[src/design/ecd_pkg.sv]
/*
  Shared constants and the state type of the endpoint command decoder.
  Assumes a 20 MHz system clock; the decoder and the testbench import this package.
*/
`default_nettype none

package ecd_pkg;

  // ----------------------------------------------------------------------
  // Clock and completion times
  // ----------------------------------------------------------------------
  localparam int CLK_PERIOD_NS = 50;   // System clock period.
  localparam int CMD_DONE_NS   = 100;  // Busy time of an ordinary command.
  localparam int LONG_DONE_NS  = 300;  // Busy time of slow commands on the 8-bit bus.
  // Least times, so rounded up to whole cycles.
  localparam logic [3:0] SHORT_CYC = 4'((CMD_DONE_NS + CLK_PERIOD_NS - 1) / CLK_PERIOD_NS);
  localparam logic [3:0] LONG_CYC  = 4'((LONG_DONE_NS + CLK_PERIOD_NS - 1) / CLK_PERIOD_NS);

  // ----------------------------------------------------------------------
  // Command groups (upper nibble) and whole command codes
  // ----------------------------------------------------------------------
  localparam logic [3:0] GRP_STALL   = 4'h4;  // Set stall, no data.
  localparam logic [3:0] GRP_STATUS  = 4'h5;  // Read status, clears it.
  localparam logic [3:0] GRP_VALID   = 4'h6;  // Validate an IN buffer.
  localparam logic [3:0] GRP_CLRBUF  = 4'h7;  // Release an OUT buffer.
  localparam logic [3:0] GRP_UNSTALL = 4'h8;  // Remove stall, no data.
  localparam logic [3:0] GRP_ERR     = 4'hA;  // Read error code.
  localparam logic [3:0] GRP_CHECK   = 4'hD;  // Read status image, no clear.

  localparam logic [7:0] CMD_UNLOCK    = 8'hB0;
  localparam logic [7:0] CMD_SCR_WR    = 8'hB2;
  localparam logic [7:0] CMD_SCR_RD    = 8'hB3;
  localparam logic [7:0] CMD_FRAME     = 8'hB4;
  localparam logic [7:0] CMD_INTR      = 8'hC0;
  localparam logic [7:0] CMD_SETUP_ACK = 8'hF4;

  localparam logic [3:0] EP_CTRL_OUT = 4'h0;  // Endpoint slot of control OUT.
  localparam logic [3:0] EP_CTRL_IN  = 4'h1;  // Endpoint slot of control IN.

  localparam logic [15:0] UNLOCK_KEY = 16'hAA37;  // Value that unlocks writes.

  // Data phase lengths in bytes and index steps.
  localparam logic [2:0] LEN_NONE = 3'h0;
  localparam logic [2:0] LEN_BYTE = 3'h1;
  localparam logic [2:0] LEN_WORD = 3'h2;
  localparam logic [2:0] LEN_QUAD = 3'h4;
  localparam logic [2:0] STEP_8   = 3'h1;
  localparam logic [2:0] STEP_16  = 3'h2;

  // ----------------------------------------------------------------------
  // Decoder state
  // ----------------------------------------------------------------------
  typedef struct packed {
    logic [7:0]  cmd;        // Last command code taken.
    logic [2:0]  len;        // Bytes in the data phase of that command.
    logic        rd_ok;      // Command has a read data phase.
    logic        wr_ok;      // Command has a write data phase.
    logic [2:0]  idx;        // Next byte of the data phase.
    logic [15:0] wbuf;       // Collected write bytes.
    logic [15:0] scratch;    // Scratch register.
    logic        unlocked;   // Register writes allowed.
    logic [3:0]  busy_cnt;   // Cycles left until the command completes.
    logic [15:0] dout;       // Read data on the host bus.
    logic        stall_set;  // Pulses towards the endpoint logic.
    logic        stall_clr;
    logic        validate;
    logic        clr_buf;
    logic        setup_ack;
    logic        st_clr;
    logic        unlock_p;
    logic [3:0]  ep;         // Endpoint slot of the last command.
    logic        wr_prev;    // Filtered write strobe, one cycle ago.
    logic        rd_prev;    // Filtered read strobe, one cycle ago.
  } ecd_state_t;

endpackage

`default_nettype wire

[src/design/ecd_sync.sv]
/*
  Three-stage input synchroniser with agreement filter.
  Assumes asynchronous inputs; the output changes only when stages two and
  three agree, so a single-cycle glitch is never passed on.
*/
`timescale 1ns/1ps
`default_nettype none

module ecd_sync #(
  parameter int              W   = 1,
  parameter logic [W-1:0]    RST = '1
) (
  input  wire logic         clock,
  input  wire logic         rst_b,
  input  wire logic [W-1:0] d,
  output logic      [W-1:0] q
);

  // ----------------------------------------------------------------------
  // State
  // ----------------------------------------------------------------------
  typedef struct packed {
    logic [W-1:0] s1;   // First stage, read only by the second.
    logic [W-1:0] s2;   // Second stage.
    logic [W-1:0] s3;   // Third stage.
    logic [W-1:0] lvl;  // Filtered level.
  } ecd_sync_st_t;

  ecd_sync_st_t s_r;   // Registered state.
  ecd_sync_st_t s_nxt; // Next state.

  if (W < 1) begin : g_chk
    $error("ecd_sync needs at least one bit");
  end

  // Shift the stages and take over each bit once the last two agree.
  always_comb begin
    s_nxt    = s_r;
    s_nxt.s1 = d;
    s_nxt.s2 = s_r.s1;
    s_nxt.s3 = s_r.s2;
    for (int i = 0; i < W; i++) begin
      if (s_r.s2[i] == s_r.s3[i]) begin
        s_nxt.lvl[i] = s_r.s3[i];
      end
    end
  end

  // Register the state; reset holds the idle level.
  always_ff @(posedge clock or negedge rst_b) begin
    if (!rst_b) begin
      s_r <= '{s1: RST, s2: RST, s3: RST, lvl: RST};
    end else begin
      s_r <= s_nxt;
    end
  end

  assign q = s_r.lvl;

endmodule

`default_nettype wire

[src/design/ecd_decoder.sv]
/*
  Endpoint command decoder of a full-speed peripheral controller host port.
  Assumes an external microcontroller on a parallel bus with active-low chip
  select, read and write strobes, address bit a0 and 16 data lines; the
  endpoint logic, frame counter and interrupt register sit outside and are
  seen through plain ports on the same clock.

*/
`timescale 1ns/1ps
`default_nettype none

module ecd_decoder #(
  parameter int FRAME_W = 11  // Width of the frame number.
) (
  input  wire logic                clock,
  input  wire logic                rst_b,
  input  wire logic                host_cs_b,
  input  wire logic                host_rd_b,
  input  wire logic                host_wr_b,
  input  wire logic                host_a0,
  input  wire logic [15:0]         host_d_in,
  output logic      [15:0]         host_d_out,
  output logic                     host_d_oe,
  input  wire logic                bus16,
  input  wire logic [127:0]        ep_status,
  input  wire logic [127:0]        ep_err_code,
  input  wire logic [FRAME_W-1:0]  frame_num,
  input  wire logic [31:0]         intr_reg,
  input  wire logic                lock_req,
  output logic                     busy,
  output logic                     stall_set,
  output logic                     stall_clr,
  output logic                     buf_validate,
  output logic                     buf_clear,
  output logic                     setup_ack,
  output logic                     status_clear,
  output logic                     unlock,
  output logic                     regs_unlocked,
  output logic      [3:0]          ep_sel,
  output logic      [15:0]         scratch
);

  import ecd_pkg::*;

  if (FRAME_W < 1 || FRAME_W > 16) begin : g_chk
    $error("FRAME_W must be 1 to 16");
  end

  // ----------------------------------------------------------------------
  // Strobe synchronisation
  // ----------------------------------------------------------------------
  logic [2:0]  strb_s;   // Filtered {cs, rd, wr}, active low.
  logic        cs_s;     // Filtered chip select.
  logic        rd_s;     // Filtered read strobe.
  logic        wr_s;     // Filtered write strobe.

  ecd_sync #(
    .W   (3),
    .RST (3'h7)
  ) u_sync (
    .clock (clock),
    .rst_b (rst_b),
    .d     ({host_cs_b, host_rd_b, host_wr_b}),
    .q     (strb_s)
  );
  assign cs_s = strb_s[2];
  assign rd_s = strb_s[1];
  assign wr_s = strb_s[0];
  ecd_state_t s_r;    // Registered state.
  ecd_state_t s_nxt;  // Next state.
  logic        wr_fall;    // Start of a selected write access.
  logic        rd_fall;    // Start of a selected read access.
  logic        cmd_take;   // A command code is taken this cycle.
  logic [7:0]  code;       // Command code on the low data byte.
  logic [31:0] rd_src;     // Register selected by the current read command.
  logic [7:0]  ep_st_byte; // Status byte of the addressed endpoint.
  assign wr_fall  = s_r.wr_prev & ~wr_s & ~cs_s;
  assign rd_fall  = s_r.rd_prev & ~rd_s & ~cs_s;
  assign cmd_take = wr_fall & host_a0;
  assign code     = host_d_in[7:0];
  assign ep_st_byte = ep_status[{s_r.ep, 3'h0} +: 8];

  // ----------------------------------------------------------------------
  // Read source selection
  // ----------------------------------------------------------------------
  // Picks the register behind the current read command, zero extended.
  always_comb begin
    rd_src = 32'h0000_0000;
    case (s_r.cmd[7:4])
      GRP_STATUS, GRP_CHECK: begin
        rd_src[7:0] = ep_st_byte;
      end
      GRP_ERR: begin
        rd_src[7:0] = ep_err_code[{s_r.ep, 3'h0} +: 8];
      end
      default: begin
        if (s_r.cmd == CMD_SCR_RD) begin
          rd_src[15:0] = s_r.scratch;
        end else if (s_r.cmd == CMD_FRAME) begin
          rd_src[FRAME_W-1:0] = frame_num;
        end else if (s_r.cmd == CMD_INTR) begin
          rd_src = intr_reg;
        end
      end
    endcase
  end

  // ----------------------------------------------------------------------
  // Command and data phase decoding
  // ----------------------------------------------------------------------
  // Decodes command codes, collects write bytes and serves read bytes.
  always_comb begin
    logic [2:0]  hidx;  // Index of the upper byte of a word access.
    logic [2:0]  nidx;  // Index after this write access.
    logic [15:0] wval;  // Write value once complete.
    logic [3:0]  slow;  // Busy time of a slow command.
    hidx = 3'(s_r.idx + STEP_8);
    nidx = s_r.idx;
    wval = s_r.wbuf;
    slow = bus16 ? SHORT_CYC : LONG_CYC;
    s_nxt = s_r;
    s_nxt.stall_set = 1'b0;
    s_nxt.stall_clr = 1'b0;
    s_nxt.validate  = 1'b0;
    s_nxt.clr_buf   = 1'b0;
    s_nxt.setup_ack = 1'b0;
    s_nxt.st_clr    = 1'b0;
    s_nxt.unlock_p  = 1'b0;
    s_nxt.wr_prev   = wr_s;
    s_nxt.rd_prev   = rd_s;
    if (s_r.busy_cnt != 4'h0) begin
      s_nxt.busy_cnt = 4'(s_r.busy_cnt - 4'h1);
    end
    // A relock request loses against an unlock in the same cycle.
    if (lock_req) begin
      s_nxt.unlocked = 1'b0;
    end
    if (cmd_take) begin
      // A command with no data phase acts at once.
      s_nxt.cmd   = code;
      s_nxt.ep    = code[3:0];
      s_nxt.idx   = 3'h0;
      s_nxt.len   = LEN_NONE;
      s_nxt.rd_ok = 1'b0;
      s_nxt.wr_ok = 1'b0;
      case (code[7:4])
        GRP_STALL: begin
          s_nxt.stall_set = 1'b1;
          s_nxt.busy_cnt  = SHORT_CYC;
        end
        GRP_UNSTALL: begin
          s_nxt.stall_clr = 1'b1;
          s_nxt.busy_cnt  = SHORT_CYC;
        end
        GRP_STATUS, GRP_CHECK, GRP_ERR: begin
          s_nxt.rd_ok = 1'b1;
          s_nxt.len   = LEN_BYTE;
        end
        GRP_VALID: begin
          // The control OUT slot is illegal here and left alone.
          if (code[3:0] != EP_CTRL_OUT) begin
            s_nxt.validate = 1'b1;
            s_nxt.busy_cnt = slow;
          end
        end
        GRP_CLRBUF: begin
          // The control IN slot is illegal here and left alone.
          if (code[3:0] != EP_CTRL_IN) begin
            s_nxt.clr_buf  = 1'b1;
            s_nxt.busy_cnt = slow;
          end
        end
        default: begin
          if (code == CMD_UNLOCK || code == CMD_SCR_WR) begin
            s_nxt.wr_ok = 1'b1;
            s_nxt.len   = LEN_WORD;
          end else if (code == CMD_SCR_RD || code == CMD_FRAME) begin
            s_nxt.rd_ok = 1'b1;
            s_nxt.len   = LEN_WORD;
          end else if (code == CMD_INTR) begin
            s_nxt.rd_ok = 1'b1;
            s_nxt.len   = LEN_QUAD;
          end else if (code == CMD_SETUP_ACK) begin
            s_nxt.setup_ack = 1'b1;
            s_nxt.busy_cnt  = slow;
          end
          // Any other code, 00h and 11h among them, does nothing.
        end
      endcase
    end else if (wr_fall && s_r.wr_ok && s_r.idx < s_r.len) begin
      // Write data, least significant byte first.
      if (bus16) begin
        wval = host_d_in;
        nidx = 3'(s_r.idx + STEP_16);
      end else begin
        if (s_r.idx == 3'h0) begin
          wval[7:0] = host_d_in[7:0];
        end else begin
          wval[15:8] = host_d_in[7:0];
        end
        nidx = 3'(s_r.idx + STEP_8);
      end
      s_nxt.wbuf = wval;
      s_nxt.idx  = nidx;
      if (nidx >= s_r.len) begin
        if (s_r.cmd == CMD_SCR_WR) begin
          s_nxt.scratch = wval;
        end else if (wval == UNLOCK_KEY) begin
          s_nxt.unlocked = 1'b1;
          s_nxt.unlock_p = 1'b1;
        end
      end
    end else if (rd_fall && !host_a0 && s_r.rd_ok) begin
      // Read data; bytes past the register's end read as zero.
      s_nxt.dout = 16'h0000;
      if (s_r.idx < s_r.len) begin
        s_nxt.dout[7:0] = rd_src[{s_r.idx[1:0], 3'h0} +: 8];
      end
      if (bus16) begin
        if (hidx < s_r.len) begin
          s_nxt.dout[15:8] = rd_src[{hidx[1:0], 3'h0} +: 8];
        end
        s_nxt.idx = 3'(s_r.idx + STEP_16);
      end else begin
        s_nxt.idx = 3'(s_r.idx + STEP_8);
      end
      // Only the clearing status read tells the endpoint logic.
      if (s_r.cmd[7:4] == GRP_STATUS && s_r.idx == 3'h0) begin
        s_nxt.st_clr = 1'b1;
      end
    end
  end
  // Register the state.
  always_ff @(posedge clock or negedge rst_b) begin
    if (!rst_b) begin
      s_r         <= '0;
      s_r.wr_prev <= 1'b1;
      s_r.rd_prev <= 1'b1;
    end else begin
      s_r <= s_nxt;
    end
  end
  // ----------------------------------------------------------------------
  // Outputs
  // ----------------------------------------------------------------------
  assign host_d_out    = s_r.dout;
  assign host_d_oe     = s_r.rd_ok & ~rd_s & ~cs_s;
  assign busy          = (s_r.busy_cnt != 4'h0);
  assign stall_set     = s_r.stall_set;
  assign stall_clr     = s_r.stall_clr;
  assign buf_validate  = s_r.validate;
  assign buf_clear     = s_r.clr_buf;
  assign setup_ack     = s_r.setup_ack;
  assign status_clear  = s_r.st_clr;
  assign unlock        = s_r.unlock_p;
  assign regs_unlocked = s_r.unlocked;
  assign ep_sel        = s_r.ep;
  assign scratch       = s_r.scratch;
endmodule

`default_nettype wire

[config.mk]
export PLATFORM = sky130hd
export DESIGN_NAME = ecd_decoder
export DESIGN_NICKNAME = d
export VERILOG_FILES = /design/src/design/ecd_pkg.sv /design/src/design/ecd_sync.sv /design/src/design/ecd_decoder.sv
export SDC_FILE = /design/constraint.sdc
export NUM_CORES = 1
export LEC_CHECK = 0
export BUFFER_PORTS_ARGS = -buffer_cell sky130_fd_sc_hd__buf_2
export CAP_MARGIN = 20
export CORE_AREA = 2 2 145 147
export CTS_BUF_LIST = sky130_fd_sc_hd__clkbuf_16
export CTS_CLUSTER_DIAMETER = 60
export CTS_CLUSTER_SIZE = 30
export DETAILED_ROUTE_END_ITERATION = 10
export DIE_AREA = 0 0 147 149
export GPL_TIMING_DRIVEN = 0
export PLACE_DENSITY = 0.66
export SKIP_CTS_REPAIR_TIMING = 1
export SLEW_MARGIN = 10
export SYNTH_ARGS = -nofsm -noshare
export SYNTH_HDL_FRONTEND = slang
export SYNTH_SLANG_ARGS = --single-unit
[constraint.sdc]
create_clock -name clock -period 3.3 [get_ports clock]
set_input_delay 0.825 -clock clock [delete_from_list [all_inputs] [get_ports clock]]
set_output_delay 0.825 -clock clock [all_outputs]
set_load 0.1 [all_outputs]
==> flow_metrics.tcl <==
set metrics [dict create \
    finish.utilization 0.483 \
    use_met2 0.482 \
    synth_ff_type "dfrtp_1" \
    syn_inst 783 \
    nets 1493 \
    r2r_cells 8 \
    gr-usage-all-layers 0.311 \
    cts_made_buffers 9 \
    drt_iter0_drc 695 \
    nFillCells 2062 \
    dpl_worst_slack_ns -0.383 \
    firstDrtPassIters 6 \
    crit_arrival_ns 3.43 \
    coreArea_mm2 0.0206 \
    use_met3 0.0596 \
    grt_pass1_wl_um 50400 \
    cp-end-kind "register" \
    crit_type "reg -> reg" \
    root_buffer "clkbuf_16" \
    num_io_pins 369 \
    cts_htree_levels 3 \
    fmax_ghz 0.313 \
    power.leakage_nw 4.93 \
    yosys_warnings 0 \
    ant_nets 0 \
    grt_max_degree 59 \
    hold_viol_final 0 \
    reg2reg_from "s_r[74]" \
    worstMarginPinSlew_ns 0.992 \
    synthArstFlopShare 1.00 \
    setup_slack_ns 0.104 \
    critPathRequiredTime_ns 3.53 \
    timing.reg2reg.setup_slack_ns 0.10 \
    clk_latency_ns 0.35 \
    vdd_drop_max_mv 0.445 \
    routabilityCongestion 1.01 \
    placed_cells_incl_taps 1425 \
    syn_area_mm2 0.00738 \
    initial_core_util 0.359 \
    synth_nets 1116 \
    netlist_top_cells_area "dfrtp_1 26%, mux4_2 8.9%, mux2i_1 6.8%" \
    dieArea_mm2 0.0219 \
    reg2reg_to "host_d_out[15]" \
    yosys.area.top_type "dfrtp_1" \
    fin_crit_sh 0.968 \
    fin_crit_ns 3.20 \
    stdcell_count 1457 \
    die_h_um 149 \
    grtUsageMet1 0.437 \
    die_w_um 147 \
    crit_fanout 10 \
    row_count 53 \
    synthToLayoutAreaGrowth_pct 34.6 \
    vias 8133 \
    power_density_mw_per_mm2 576 \
    drive_gt1_frac 0.447 \
    status "finished clean" \
    drv_cap 0 \
    wl_um 34700 \
    path_clk_slew_ns 0.07 \
    dp_hpwl_um 28600 \
    yosys.cell_types.count 65 \
    yosysSeqAreaShare 0.308 \
    finalSetupViolCount 0 \
    crit_path_start_kind "register" \
    whs_endpoint "u_sync.s_nxt[5]" \
    grt_overflow 0 \
    synth_top_area_frac 0.258 \
    maxSlewHeadroom 0.336 \
    clock_path_buffers 2 \
    slew_viol_final 0 \
    hold_class "reg -> reg" \
    worst_clock_skew_ns 0.00859 \
    min_from "u_sync.s_nxt[8]" \
    power.total_mw 5.72 \
    busiest_layer "met2" \
    cts_tree "done" \
    antenna_found_initial 10 \
    io_buffers 365 \
    synth_edf_count 0 \
    drc 0 \
    vias_per_cell 5.58 \
    hold_depth 0 \
    synth.ff_latch_count 90 \
    rsz0062_at_grt "false" \
    wl_per_cell_um 23.8 \
    cts.sinks 90 \
    syn_avg_cell_area_um2 9.42 \
    grt_pass1_vias 8056 \
]
through the flow:
| step | instance area, µm² | setup TNS (ns) | hold WS (ns) |
|---|---|---|---|
| after CTS | 9860 | -3.86 | 0.357 |
| final | 9930 | 0 | 0.357 |
| after floorplan | 7380 | 0 | 0.345 |
| after global placement | 9550 | -5.12 | 0.346 |
| after global routing | 9910 | 0 | 0.360 |
| after detailed placement | 9590 | -4.01 | 0.348 |
cell usage after synthesis (13+ instances only):
cell	number
mux2_2	28
inv_1	17
nor3_1	13
clkbuf_1	40
mux4_1	15
mux4_2	29
a21oi_1	35
nand3_1	26
dfstp_2	14
o21ai_0	44
nor2_1	50
dfrtp_1	76
buf_4	41
nand2_1	109
mux2i_1	50
flip-flops by register name, indices dropped and copies added (netlist names):
| signal | flops |
|---|---|
| buf_clear | 1 |
| buf_validate | 1 |
| host_d_out | 16 |
| regs_unlocked | 1 |
| s_r | 38 |
| scratch | 16 |
| setup_ack | 1 |
| stall_clr | 1 |
| stall_set | 1 |
| status_clear | 1 |
| u_sync.q | 3 |
| u_sync.s_nxt | 6 |
| u_sync.s_r | 3 |
| unlock | 1 |
report_power, final:
part	leakage, nW	switching, mW	total [mW]	internal, mW
combinational	3.63	2.17	3.38	1.21
clock	0.136	0.441	0.945	0.504
sequential	1.16	0.132	1.40	1.27
total	4.93	2.74	5.72	2.98
metal layers:
layer / wire, µm / up-vias
li1: - / 3690
met5: 0 / -
met2: 15600 / 431
met3: 2990 / 48
met4: 960 / 0
met1: 15100 / 3964
how the worst max path moves through the flow:
| stage | from | endpoint | slack (ns) | cells past startpoint |
|---|---|---|---|---|
| after floorplan | bus16 | scratch[13] | 0.23 | 12 |
| after global placement | s_r[76] | host_d_out[11] | -0.44 | 7 |
| after detailed placement | bus16 | scratch[14] | -0.38 | 11 |
| after CTS | s_r[67] | scratch[14] | -0.35 | 13 |
| after global routing | s_r[66] | scratch[13] | 0.002 | 12 |
| final | s_r[74] | host_d_out[15] | 0.10 | 8 |
logic make-up after synthesis:
kind of cell | Yosys count | share of synthesized area
AOI/OAI and AO/OA | 170 | 0.155
xor gates and xnor gates | 6 | 0.00712
and+or+nand+nor | 266 | 0.170
buffers and inverters | 116 | 0.0862
adders and majority gates | 13 | 0.0210
DFF | 90 | 0.308
muxes | 122 | 0.253
layout make-up:
| class | instances | area (µm²) | share of cell area |
|---|---|---|---|
| clock inverter | 7 | 40.0 | 0.00403 |
| timing repair buffer | 367 | 1860 | 0.187 |
| clock buffer | 9 | 225 | 0.0227 |
| antenna | 17 | 42.5 | 0.00428 |
| inverter | 20 | 80.1 | 0.00806 |
| sequential | 90 | 2270 | 0.229 |
| multi-input combinational | 577 | 4500 | 0.453 |
| buffer | 95 | 571 | 0.0574 |
| tap | 275 | 344 | 0.0346 |
critical path, stage by stage, from the launching register on:
cell,delay [ns]
dfrtp_1,0.39
buf_2,0.19
buf_1,0.30
nor2_1,0.80
a32oi_1,0.28
o21ai_0,0.23
a2bb2oi_1,0.51
nand4_1,0.15
a22o_1,0.22
placed cells by master, fill, tap and decap left out, types with 10 or more instances in the layout:
cell      Yosys  routed
buf_2         6     370
nand2_1     109     109
dfrtp_1      76      75
mux2i_1      50      50
nor2_1       50      50
o21ai_0      44      44
buf_4        41      43
a21oi_1      35      35
clkbuf_1     40      32
mux4_2       29      29
mux2_2       28      28
nand3_1      26      26
inv_1        17      20
diode_2       0      17
mux4_1       15      15
dfstp_2      14      14
nor3_1       13      13
nand4_1      12      12
nor2b_1      11      11
a31oi_1      11      11
a222oi_1     10      10
ha_1         10      10
No activity file was read; power rests on OpenSTA's default activity.
